## src/verilog/amc_params.svh

```systemverilog
//======================================================================
// Behaviour
// - Conversion period 256/512/512|256/2560|512 master clocks
// - Rate pins 00 fast, 01 fine, 10 lean, 11 slow
// - Rate pins watched continuously, change acted on
// - SPI: ready_n held high after rate change, 129
// - Frame-sync: data forced zero after rate change
// - Resync low halts conversion, clears filter counters
// - Resync release restarts from cleared filter state
// - All channels share clock and resync timing
// - SPI: ready_n forced high when resync low
// - SPI: ready_n falls once settled, within 129
// - Frame-sync: data forced low when resync low
// - Frame-sync: zeros while settling, then valid data
// - Output rate scales with clock, 100 kHz minimum
// - Format pins pick SPI, frame-sync or modulator
// - SPI: ready_n falls when new result ready
//======================================================================
`ifndef AMC_PARAMS_SVH
`define AMC_PARAMS_SVH

`define AMC_CLK_HZ        10000000
`define AMC_CLK_MIN_HZ    100000
`define AMC_PER_W         12
`define AMC_PER_256       12'd256
`define AMC_PER_512       12'd512
`define AMC_PER_2560      12'd2560
`define AMC_SET_W         8
`define AMC_SETTLE_SPI    8'd129
`define AMC_SETTLE_FS     8'd128
`define AMC_DATA_W        24
`define AMC_FIFO_DEPTH    32
`define AMC_PIN_W         7
`define AMC_PIN_RST       7'h40
`define AMC_PIN_RESYNC    6
`define AMC_PIN_FMT_HI    5
`define AMC_PIN_FMT_LO    3
`define AMC_PIN_DIV       2
`define AMC_PIN_RATE_HI   1
`define AMC_PIN_RATE_LO   0

`endif

```

## src/verilog/amc_pkg.sv

```systemverilog
`default_nettype none
package amc_pkg;
	typedef enum logic [1:0] {
		RATE_FAST = 2'h0,
		RATE_FINE = 2'h1,
		RATE_LEAN = 2'h2,
		RATE_SLOW = 2'h3
	} amc_rate_t;

	typedef enum logic [3:0] {
		PROTO_SPI   = 4'h1,
		PROTO_FRAME = 4'h2,
		PROTO_MOD   = 4'h4,
		PROTO_NONE  = 4'h8
	} amc_proto_t;

	typedef enum logic [2:0] {
		ST_HALT   = 3'h1,
		ST_SETTLE = 3'h2,
		ST_VALID  = 3'h4
	} amc_state_t;
endpackage : amc_pkg
`default_nettype wire

```

## src/verilog/amc_fifo_if.sv

```systemverilog
`default_nettype none
interface amc_fifo_if #(
	parameter int WIDTH = 24
) ();
	logic             push_valid;
	logic [WIDTH-1:0] push_data;
	logic             push_ready;
	logic             pop_valid;
	logic [WIDTH-1:0] pop_data;
	logic             pop_ready;
	logic             flush;

	modport store (
		input  push_valid,
		input  push_data,
		output push_ready,
		output pop_valid,
		output pop_data,
		input  pop_ready,
		input  flush
	);
	modport user (
		output push_valid,
		output push_data,
		input  push_ready,
		input  pop_valid,
		input  pop_data,
		output pop_ready,
		output flush
	);
endinterface : amc_fifo_if
`default_nettype wire

```

## src/verilog/amc_fifo.sv

```systemverilog
`default_nettype none
module amc_fifo #(
	parameter int WIDTH = 24,
	parameter int DEPTH = 32
) (
	input  wire logic clk,
	input  wire logic reset,
	amc_fifo_if.store fq
);
	localparam int AW = $clog2(DEPTH);
	localparam int CW = AW + 1;

	logic [WIDTH-1:0] mem [DEPTH];
	logic [AW-1:0]    wr_idx;
	logic [AW-1:0]    rd_idx;
	logic [CW-1:0]    count;
	logic [CW-1:0]    next_count;
	logic             not_full;
	logic             not_empty;
	logic             push_fire;
	logic             pop_fire;

	// Flags are registered so that ready never ripples from the reader
	assign fq.push_ready = not_full;
	assign fq.pop_valid  = not_empty;
	assign fq.pop_data   = mem[rd_idx];
	assign push_fire     = fq.push_valid && not_full;
	assign pop_fire      = fq.pop_ready && not_empty;

	always_comb begin
		next_count = count;
		if (push_fire && !pop_fire)
			next_count = count + CW'(1);
		else if (pop_fire && !push_fire)
			next_count = count - CW'(1);
	end

	always_ff @(posedge clk) begin
		if (push_fire)
			mem[wr_idx] <= fq.push_data;
	end

	always_ff @(posedge clk) begin
		if (reset || fq.flush) begin
			wr_idx    <= '0;
			rd_idx    <= '0;
			count     <= '0;
			not_full  <= 1'b1;
			not_empty <= 1'b0;
		end else begin
			if (push_fire)
				wr_idx <= wr_idx + AW'(1);
			if (pop_fire)
				rd_idx <= rd_idx + AW'(1);
			count     <= next_count;
			not_full  <= next_count != CW'(DEPTH);
			not_empty <= next_count != '0;
		end
	end
endmodule : amc_fifo
`default_nettype wire

```

## src/verilog/amc_ctrl.sv

```systemverilog
`include "amc_params.svh"
`default_nettype none
module amc_ctrl (
	input  wire logic                  clk,
	input  wire logic                  reset,
	input  wire logic [1:0]            mode_pins,
	input  wire logic                  clock_divide_select,
	input  wire logic [2:0]            format_pins,
	input  wire logic                  resync_n,
	input  wire logic                  result_valid,
	input  wire logic [`AMC_DATA_W-1:0] result_data,
	output logic                       result_ready,
	input  wire logic                  out_ready,
	output logic                       out_valid,
	output logic [`AMC_DATA_W-1:0]     out_data,
	output logic                       sample_ready_n,
	output logic                       conv_strobe,
	output logic                       filter_clear,
	output logic                       settled,
	output logic                       spi_active,
	output logic                       frame_active,
	output logic                       modulator_active
);
	//==================================================================
	// Decode helpers
	function automatic logic [`AMC_PER_W-1:0] amc_period(
		input amc_pkg::amc_rate_t r,
		input logic               div
	);
		logic [`AMC_PER_W-1:0] p;
		p = `AMC_PER_256;
		// Ratio is fixed per mode and divider setting, so output rate tracks the clock
		case (r)
			amc_pkg::RATE_FAST: p = `AMC_PER_256;
			amc_pkg::RATE_FINE: p = `AMC_PER_512;
			amc_pkg::RATE_LEAN: p = div ? `AMC_PER_512 : `AMC_PER_256;
			amc_pkg::RATE_SLOW: p = div ? `AMC_PER_2560 : `AMC_PER_512;
			default:            p = `AMC_PER_256;
		endcase
		return p;
	endfunction : amc_period

	function automatic amc_pkg::amc_proto_t amc_proto(
		input logic [2:0] f
	);
		amc_pkg::amc_proto_t q;
		q = amc_pkg::PROTO_NONE;
		// Code 111 is unused and parks the data path
		case (f)
			3'h0, 3'h1, 3'h2: q = amc_pkg::PROTO_SPI;
			3'h3, 3'h4, 3'h5: q = amc_pkg::PROTO_FRAME;
			3'h6:             q = amc_pkg::PROTO_MOD;
			default:          q = amc_pkg::PROTO_NONE;
		endcase
		return q;
	endfunction : amc_proto

	//==================================================================
	// Pin synchronisers
	logic [`AMC_PIN_W-1:0]  pin_meta;
	logic [`AMC_PIN_W-1:0]  pin_sync;
	logic                   resync_s;
	amc_pkg::amc_rate_t     pin_rate;
	logic                   pin_div;

	always_ff @(posedge clk) begin
		if (reset) begin
			pin_meta <= `AMC_PIN_RST;
			pin_sync <= `AMC_PIN_RST;
		end else begin
			pin_meta <= {resync_n, format_pins, clock_divide_select,
				mode_pins};
			pin_sync <= pin_meta;
		end
	end

	assign resync_s = pin_sync[`AMC_PIN_RESYNC];
	assign pin_rate = amc_pkg::amc_rate_t'(
		pin_sync[`AMC_PIN_RATE_HI:`AMC_PIN_RATE_LO]);
	assign pin_div  = pin_sync[`AMC_PIN_DIV];

	//==================================================================
	// Rate selection, watched every cycle
	amc_pkg::amc_rate_t     rate;
	logic                   div;
	logic                   rate_change;
	amc_pkg::amc_proto_t    proto;
	amc_pkg::amc_proto_t    next_proto;
	logic [`AMC_PER_W-1:0]  period;

	// Divider change resettles in every mode, though it alters the rate only in lean and slow
	assign rate_change = (pin_rate != rate) || (pin_div != div);
	assign period      = amc_period(rate, div);
	assign next_proto  = amc_proto(
		pin_sync[`AMC_PIN_FMT_HI:`AMC_PIN_FMT_LO]);

	always_ff @(posedge clk) begin
		if (reset) begin
			rate  <= amc_pkg::RATE_FAST;
			div   <= 1'b0;
			proto <= amc_pkg::PROTO_SPI;
		end else begin
			rate  <= pin_rate;
			div   <= pin_div;
			proto <= next_proto;
		end
	end

	always_ff @(posedge clk) begin
		if (reset) begin
			spi_active       <= 1'b0;
			frame_active     <= 1'b0;
			modulator_active <= 1'b0;
		end else begin
			spi_active       <= proto == amc_pkg::PROTO_SPI;
			frame_active     <= proto == amc_pkg::PROTO_FRAME;
			modulator_active <= proto == amc_pkg::PROTO_MOD;
		end
	end

	//==================================================================
	// Conversion timing
	logic [`AMC_PER_W-1:0] per_cnt;
	logic                  per_wrap;

	assign per_wrap = per_cnt == period - `AMC_PER_W'(1);

	// One strobe drives every channel's filter together
	always_ff @(posedge clk) begin
		if (reset || !resync_s || rate_change) begin
			per_cnt     <= '0;
			conv_strobe <= 1'b0;
		end else begin
			per_cnt     <= per_wrap ? '0 : per_cnt + `AMC_PER_W'(1);
			conv_strobe <= per_wrap;
		end
	end

	always_ff @(posedge clk) begin
		if (reset)
			filter_clear <= 1'b1;
		else
			filter_clear <= !resync_s;
	end

	//==================================================================
	// Settling wait
	amc_pkg::amc_state_t   state;
	amc_pkg::amc_state_t   next_state;
	logic [`AMC_SET_W-1:0] settle_cnt;
	logic [`AMC_SET_W-1:0] settle_limit;
	logic [`AMC_SET_W-1:0] proto_limit;
	logic                  settle_load;

	// Follows the incoming format, so a joint pin change gets its own wait
	assign proto_limit = (next_proto == amc_pkg::PROTO_FRAME) ?
		`AMC_SETTLE_FS : `AMC_SETTLE_SPI;
	assign settle_load = (state == amc_pkg::ST_HALT && resync_s) ||
		(state != amc_pkg::ST_HALT && rate_change);

	always_comb begin
		next_state = state;
		case (state)
			amc_pkg::ST_HALT:
				if (resync_s)
					next_state = amc_pkg::ST_SETTLE;
			amc_pkg::ST_SETTLE:
				if (!rate_change && conv_strobe &&
					settle_cnt == `AMC_SET_W'(1))
					next_state = amc_pkg::ST_VALID;
			amc_pkg::ST_VALID:
				if (rate_change)
					next_state = amc_pkg::ST_SETTLE;
			default:
				next_state = amc_pkg::ST_HALT;
		endcase
		if (!resync_s)
			next_state = amc_pkg::ST_HALT;
	end

	always_ff @(posedge clk) begin
		if (reset) begin
			state   <= amc_pkg::ST_HALT;
			settled <= 1'b0;
		end else begin
			state   <= next_state;
			settled <= next_state == amc_pkg::ST_VALID;
		end
	end

	// Counts conversions rather than clocks so one wait fits all rates
	always_ff @(posedge clk) begin
		if (reset) begin
			settle_cnt   <= '0;
			settle_limit <= `AMC_SETTLE_SPI;
		end else if (settle_load) begin
			settle_cnt   <= proto_limit;
			settle_limit <= proto_limit;
		end else if (conv_strobe && settle_cnt != '0) begin
			settle_cnt   <= settle_cnt - `AMC_SET_W'(1);
		end
	end

	//==================================================================
	// Result buffer and output gating
	amc_fifo_if #(.WIDTH(`AMC_DATA_W)) fq ();

	logic drop;
	logic take;
	logic next_out_valid;

	amc_fifo #(
		.WIDTH(`AMC_DATA_W),
		.DEPTH(`AMC_FIFO_DEPTH)
	) u_fifo (
		.clk   (clk),
		.reset (reset),
		.fq    (fq)
	);

	// Unsettled SPI results are discarded so stale data never surface
	assign drop = proto == amc_pkg::PROTO_MOD ||
		proto == amc_pkg::PROTO_NONE ||
		(proto == amc_pkg::PROTO_SPI && state != amc_pkg::ST_VALID);
	assign take = drop || !out_valid || out_ready;

	assign fq.push_valid = result_valid;
	assign fq.push_data  = result_data;
	assign fq.pop_ready  = take;
	assign fq.flush      = !resync_s || rate_change;
	assign result_ready  = fq.push_ready;

	always_comb begin
		next_out_valid = out_valid && !out_ready;
		if (take)
			next_out_valid = fq.pop_valid && !drop;
		if (!resync_s || rate_change)
			next_out_valid = 1'b0;
	end

	always_ff @(posedge clk) begin
		if (reset) begin
			out_valid <= 1'b0;
			out_data  <= '0;
		end else begin
			out_valid <= next_out_valid;
			if (!resync_s || rate_change)
				out_data <= '0;
			else if (take && fq.pop_valid)
				out_data <= (state == amc_pkg::ST_VALID) ?
					fq.pop_data : '0;
		end
	end

	// Falls with each held SPI result, rises when the shifter takes it
	always_ff @(posedge clk) begin
		if (reset)
			sample_ready_n <= 1'b1;
		else
			sample_ready_n <= !(next_out_valid &&
				proto == amc_pkg::PROTO_SPI);
	end

	//==================================================================
	// Checks
	logic [`AMC_PER_W-1:0] gap;
	logic [`AMC_SET_W-1:0] conv_seen;
	logic                  strobe_seen;

	always_ff @(posedge clk) begin
		if (reset || !resync_s || rate_change || conv_strobe)
			gap <= '0;
		else
			gap <= gap + `AMC_PER_W'(1);
	end

	always_ff @(posedge clk) begin
		if (reset || settle_load)
			conv_seen <= '0;
		else if (conv_strobe && state == amc_pkg::ST_SETTLE)
			conv_seen <= conv_seen + `AMC_SET_W'(1);
	end

	// First strobe after a clear is one cycle late, so only later ones
	always_ff @(posedge clk) begin
		if (reset || !resync_s || rate_change)
			strobe_seen <= 1'b0;
		else if (conv_strobe)
			strobe_seen <= 1'b1;
	end

	a_strobe_spacing: assert property (
		@(posedge clk) disable iff (reset)
		conv_strobe && strobe_seen && gap != '0 &&
		$stable(rate) && $stable(div) |-> gap == period - `AMC_PER_W'(1)
	) else $error("conversion spacing wrong");

	a_sync_zero: assert property (
		@(posedge clk) disable iff (reset)
		!resync_s |=> out_data == '0
	) else $error("data not zeroed on resync");

	a_fast_rate: assert property (
		@(posedge clk) disable iff (reset)
		pin_sync[`AMC_PIN_RATE_HI:`AMC_PIN_RATE_LO] == 2'h0 && !pin_div
		|=> period == `AMC_PER_256
	) else $error("rate pins decoded wrongly");

	a_halt_no_conv: assert property (
		@(posedge clk) disable iff (reset)
		!resync_s |=> !conv_strobe && filter_clear
	) else $error("conversion not halted");

	a_restart_conv: assert property (
		@(posedge clk) disable iff (reset)
		$rose(resync_s) ##1 (resync_s && !rate_change)[*8]
		|-> state == amc_pkg::ST_SETTLE && !settled
	) else $error("restart not settling");

	a_ready_on_sync: assert property (
		@(posedge clk) disable iff (reset)
		!resync_s |=> sample_ready_n && !out_valid
	) else $error("ready not forced high on resync");

	a_fs_zero: assert property (
		@(posedge clk) disable iff (reset)
		out_valid && frame_active && !$past(settled) && $stable(proto)
		|-> out_data == '0
	) else $error("frame data not zero while settling");

	a_settle_count: assert property (
		@(posedge clk) disable iff (reset)
		$rose(settled) |-> conv_seen == settle_limit &&
			conv_seen <= `AMC_SETTLE_SPI
	) else $error("settling length wrong");

	a_change_resettle: assert property (
		@(posedge clk) disable iff (reset)
		rate_change && resync_s |=> !settled ##1 sample_ready_n
	) else $error("rate change did not resettle");

	a_ready_settled: assert property (
		@(posedge clk) disable iff (reset)
		!sample_ready_n |-> out_valid && $past(state) ==
			amc_pkg::ST_VALID
	) else $error("ready low without settled data");
endmodule : amc_ctrl
`default_nettype wire

```

## config.mk

```make
export PLATFORM = sky130hd
export DESIGN_NAME = amc_ctrl
export DESIGN_NICKNAME = d
export VERILOG_FILES = /design/src/verilog/amc_pkg.sv /design/src/verilog/amc_fifo_if.sv /design/src/verilog/amc_fifo.sv /design/src/verilog/amc_ctrl.sv
export VERILOG_INCLUDE_DIRS = /design/src /design/src/verilog
export SDC_FILE = /design/constraint.sdc
export NUM_CORES = 1
export LEC_CHECK = 0
export BUFFER_PORTS_ARGS = -buffer_cell sky130_fd_sc_hd__buf_2
export CORE_MARGIN = 1.5
export CORE_UTILIZATION = 43
export DETAILED_ROUTE_END_ITERATION = 16
export GPL_TIMING_DRIVEN = 0
export MAX_ROUTING_LAYER = met4
export PLACE_DENSITY = 0.55
export SETUP_SLACK_MARGIN = 0.2
export SLEW_MARGIN = 20
export SYNTH_ARGS = -nofsm -noshare
export SYNTH_HDL_FRONTEND = slang
export SYNTH_SLANG_ARGS = --single-unit
```

## constraint.sdc

```tcl
create_clock -name clk -period 10.2 [get_ports clk]
set_input_delay 0 -clock clk [delete_from_list [all_inputs] [get_ports clk]]
set_output_delay 0 -clock clk [all_outputs]
set_load 0.05 [all_outputs]
```

==> impl_metrics.ini <==
[synthesis]
synth_top_area_frac = 0.700
yosys.area.top_type = edfxtp_1
synth_fp_nets = 1596
synth_edf_count = 768
synth_commonest_cells = edfxtp_1 (768), mux4_2 (240), dfxtp_1 (99), nor2_1 (81), clkbuf_1 (52)
synth_area_sq_um = 32900
ys_warn_count = 0
postSynthCellCount = 1549
yosys_register_bits = 867
ys_seq_area_frac = 0.760
ys.flop_type = edfxtp_1
syn_area_per_cell_sq_um = 21.3
synth_cell_types = 53
synth_most_common_cell = edfxtp_1
async_reset_ff_frac = 0
synthTopCellsByArea = edfxtp_1 (70%), mux4_2 (16%), dfxtp_1 (6.0%)

[sta]
max_slew_margin = 0.269
min_period_ps = 3270
worst_clock_skew_ps = 14.5
setup_violations = 0
timing.final.crit_share = 0.321
rsz0062_at_grt = false
worstMarginPinSlew_ps = 1100
fmax_mhz = 306
setup_tns_ps = 0
drv_slew = 0
finalHoldViolCount = 0

[critical_path]
cpMaxStageDelayCell = clkbuf_1
worstPathRequired_ps = 10700
arrival_ps = 3770
cp-end-kind = flip-flop
startpoint_type = flip-flop
cp_max_fo = 10
path_delay_family = buffers and inverters
worstPathCellList = clkbuf_1 > clkbuf_1 > mux4_2 > mux4_2 > a22oi_1 > a21oi_1
reg2reg_depth = 6
path_buf_inv = 2
worstSetupPathType = reg -> reg
cp_slowest_stage_delay_ps = 760
crit_cells = 6

[cells_and_area]
fillers = 5978
area_growth_syn_to_layout_pct = 18.7
multi_input_area_sq_um = 7770
num-nets-final = 1841
instances_no_fill = 2845
seq_area_sq_um = 25000
layout-drive-gt1-share = 0.299

[cts]
clk_pin_slew_ps = 60
clk_path_buf_depth = 3
clock_sinks = 867
cts_made_buffers = 91
htreeDepth = 3
cts_resized = 0
cts_tree = done
cts-root-buf = clkbuf_16
clk_latency_ps = 640

[power]
seqPwrFrac = 0.519
internal_power_w = 0.00594
swShare = 0.208
ir_drop_uv = 116
power_density_nw_per_um2 = 192
pwr-share-comb = 0.043
leakage_nw = 12.1
p_clk_frac = 0.438
p_sw_w = 0.00156

[grt]
grt_usage = 0.222
overflow = 0
grt_pass1_vias = 16800
grt_pass1_wl_um = 118000
antenna_found_initial = 2
grt_start_max_net_pins = 33

[hold_path]
holdPathStages = 3
hold_path_class = in -> reg

[placement]
gp_congestion = 0.823
place_inst = 2639
dp_hpwl_um = 53200
portBuffers = 67

[floorplan]
dieArea_sq_um = 78300
rows = 101
die_h_um = 280
num_io_pins = 68
core_region_area_sq_um = 75800
die_w_um = 280
initial_utilization = 0.434

[detailed_routing]
routed_wirelength_um = 82700
drtIter0Drc = 1729
antenna_left = 0
wl_per_cell_um = 29.1
via_per_inst = 5.80
drtPass1Iterations = 5
vias = 16500
drcViolationCount = 0

[flow_run]
max_cap_viol_count = 0

[outcome]
outcome = complete, no violations
-- metal layers --
layer / vias up / global-route usage / routed length (um)
met4: 0 / 0.0733 / 2730
met5: - / - / 0
met3: 170 / 0.0475 / 5640
met2: 591 / 0.338 / 39000
met1: 8845 / 0.301 / 35400
li1: 6888 / - / -
-- repair_timing --
action                    4_1_cts  5_1_grt
hold endpoints to repair      804        0
buffers inserted                0        0
hold buffers                   40        0
-- per-stage QoR --
stage               area (sq um)   util  total power (W)  setup slack (ps)  hold WS (ps)
finish                     39100  0.516          0.00750              6930          89.6
global route               39100  0.516          0.00772              6780          92.1
CTS                        39100  0.516          0.00755              6910          68.7
detailed placement         35700  0.471          0.00428              6930           197
global placement           34500  0.455          0.00427              3960           185
floorplan                  32900      -          0.00415              6590          71.6
-- power groups by stage --
stage | logic, W | registers (W) | clock network, W
floorplan | 0.000177 | 0.00397 | 0
global placement | 0.000298 | 0.00397 | 0
detailed placement | 0.000314 | 0.00397 | 0
CTS | 0.000327 | 0.00389 | 0.00333
global route | 0.000347 | 0.00389 | 0.00347
finish | 0.000323 | 0.00389 | 0.00328
-- final timing paths --
kind | start | end | slack (ps)
min reg2reg | pin_meta[6]$_SDFF_PP1_ | pin_sync[6]$_SDFF_PP1_ | 430
max reg2reg | flip-flop | out_data[3]$_SDFFE_PP0P_ | 6930
max | flip-flop | out_data[3]$_SDFFE_PP0P_ | 6930
min | resync_n | pin_meta[6]$_SDFF_PP1_ | 90
-- registers in the layout, summed over array words and instances (netlist names), named ones only --
signal and count:
u_fifo.count 6, u_fifo.fq.pop_valid 1, per_cnt 12, sample_ready_n 1, spi_active 1, u_fifo.mem 768
filter_clear 1, out_valid 1, rate 2, u_fifo.rd_idx 5, modulator_active 1, pin_meta 7
u_fifo.fq.push_ready 1, pin_sync 7, state 3, settled 1, frame_active 1, div 1
out_data 24, conv_strobe 1, settle_cnt 8, proto 4, u_fifo.wr_idx 5
-- cell families after synthesis --
kind of cell / share of synthesized area
DFF: 0.760
muxes: 0.165
and+or+nand+nor: 0.0320
AOI/OAI and AO/OA: 0.0179
buffers and inverters: 0.0107
xor gates and xnor gates: 0.00931
adders and majority gates: 0.00456
-- layout by cell type, fill, tap and decap left out, types with 8 or more instances in the layout --
cell,n
ha_1,12
nor3_1,8
xnor2_1,18
nor2_4,30
buf_16,25
nor2_1,51
xor2_1,17
a22oi_1,25
clkinv_1,13
nand3_1,15
edfxtp_1,768
dfxtp_1,99
clkinv_2,14
nand2_1,48
a21oi_1,35
nor2b_1,16
buf_12,12
dlygate4sd3_1,40
mux4_2,240
clkbuf_16,98
buf_2,89
inv_1,12
clkbuf_1,69
-- cell type report --
cell class,count,share of cell area
plain buffers,75,0.00800
flip-flops and latches,867,0.641
clock buffers,126,0.0672
diodes,2,0.000128
clock inverters,38,0.00870
well taps,978,0.0313
inverters,12,0.00115
repair buffers,152,0.0442
multi-input cells,595,0.199
-- worst register-to-register path, cell delays in order, from the launching register on --
cell      delay, ps
dfxtp_1         400
clkbuf_1        510
clkbuf_1        760
mux4_2          450
mux4_2          550
a22oi_1         340
a21oi_1         130
Note: power is estimated with default switching activity, not from simulation.
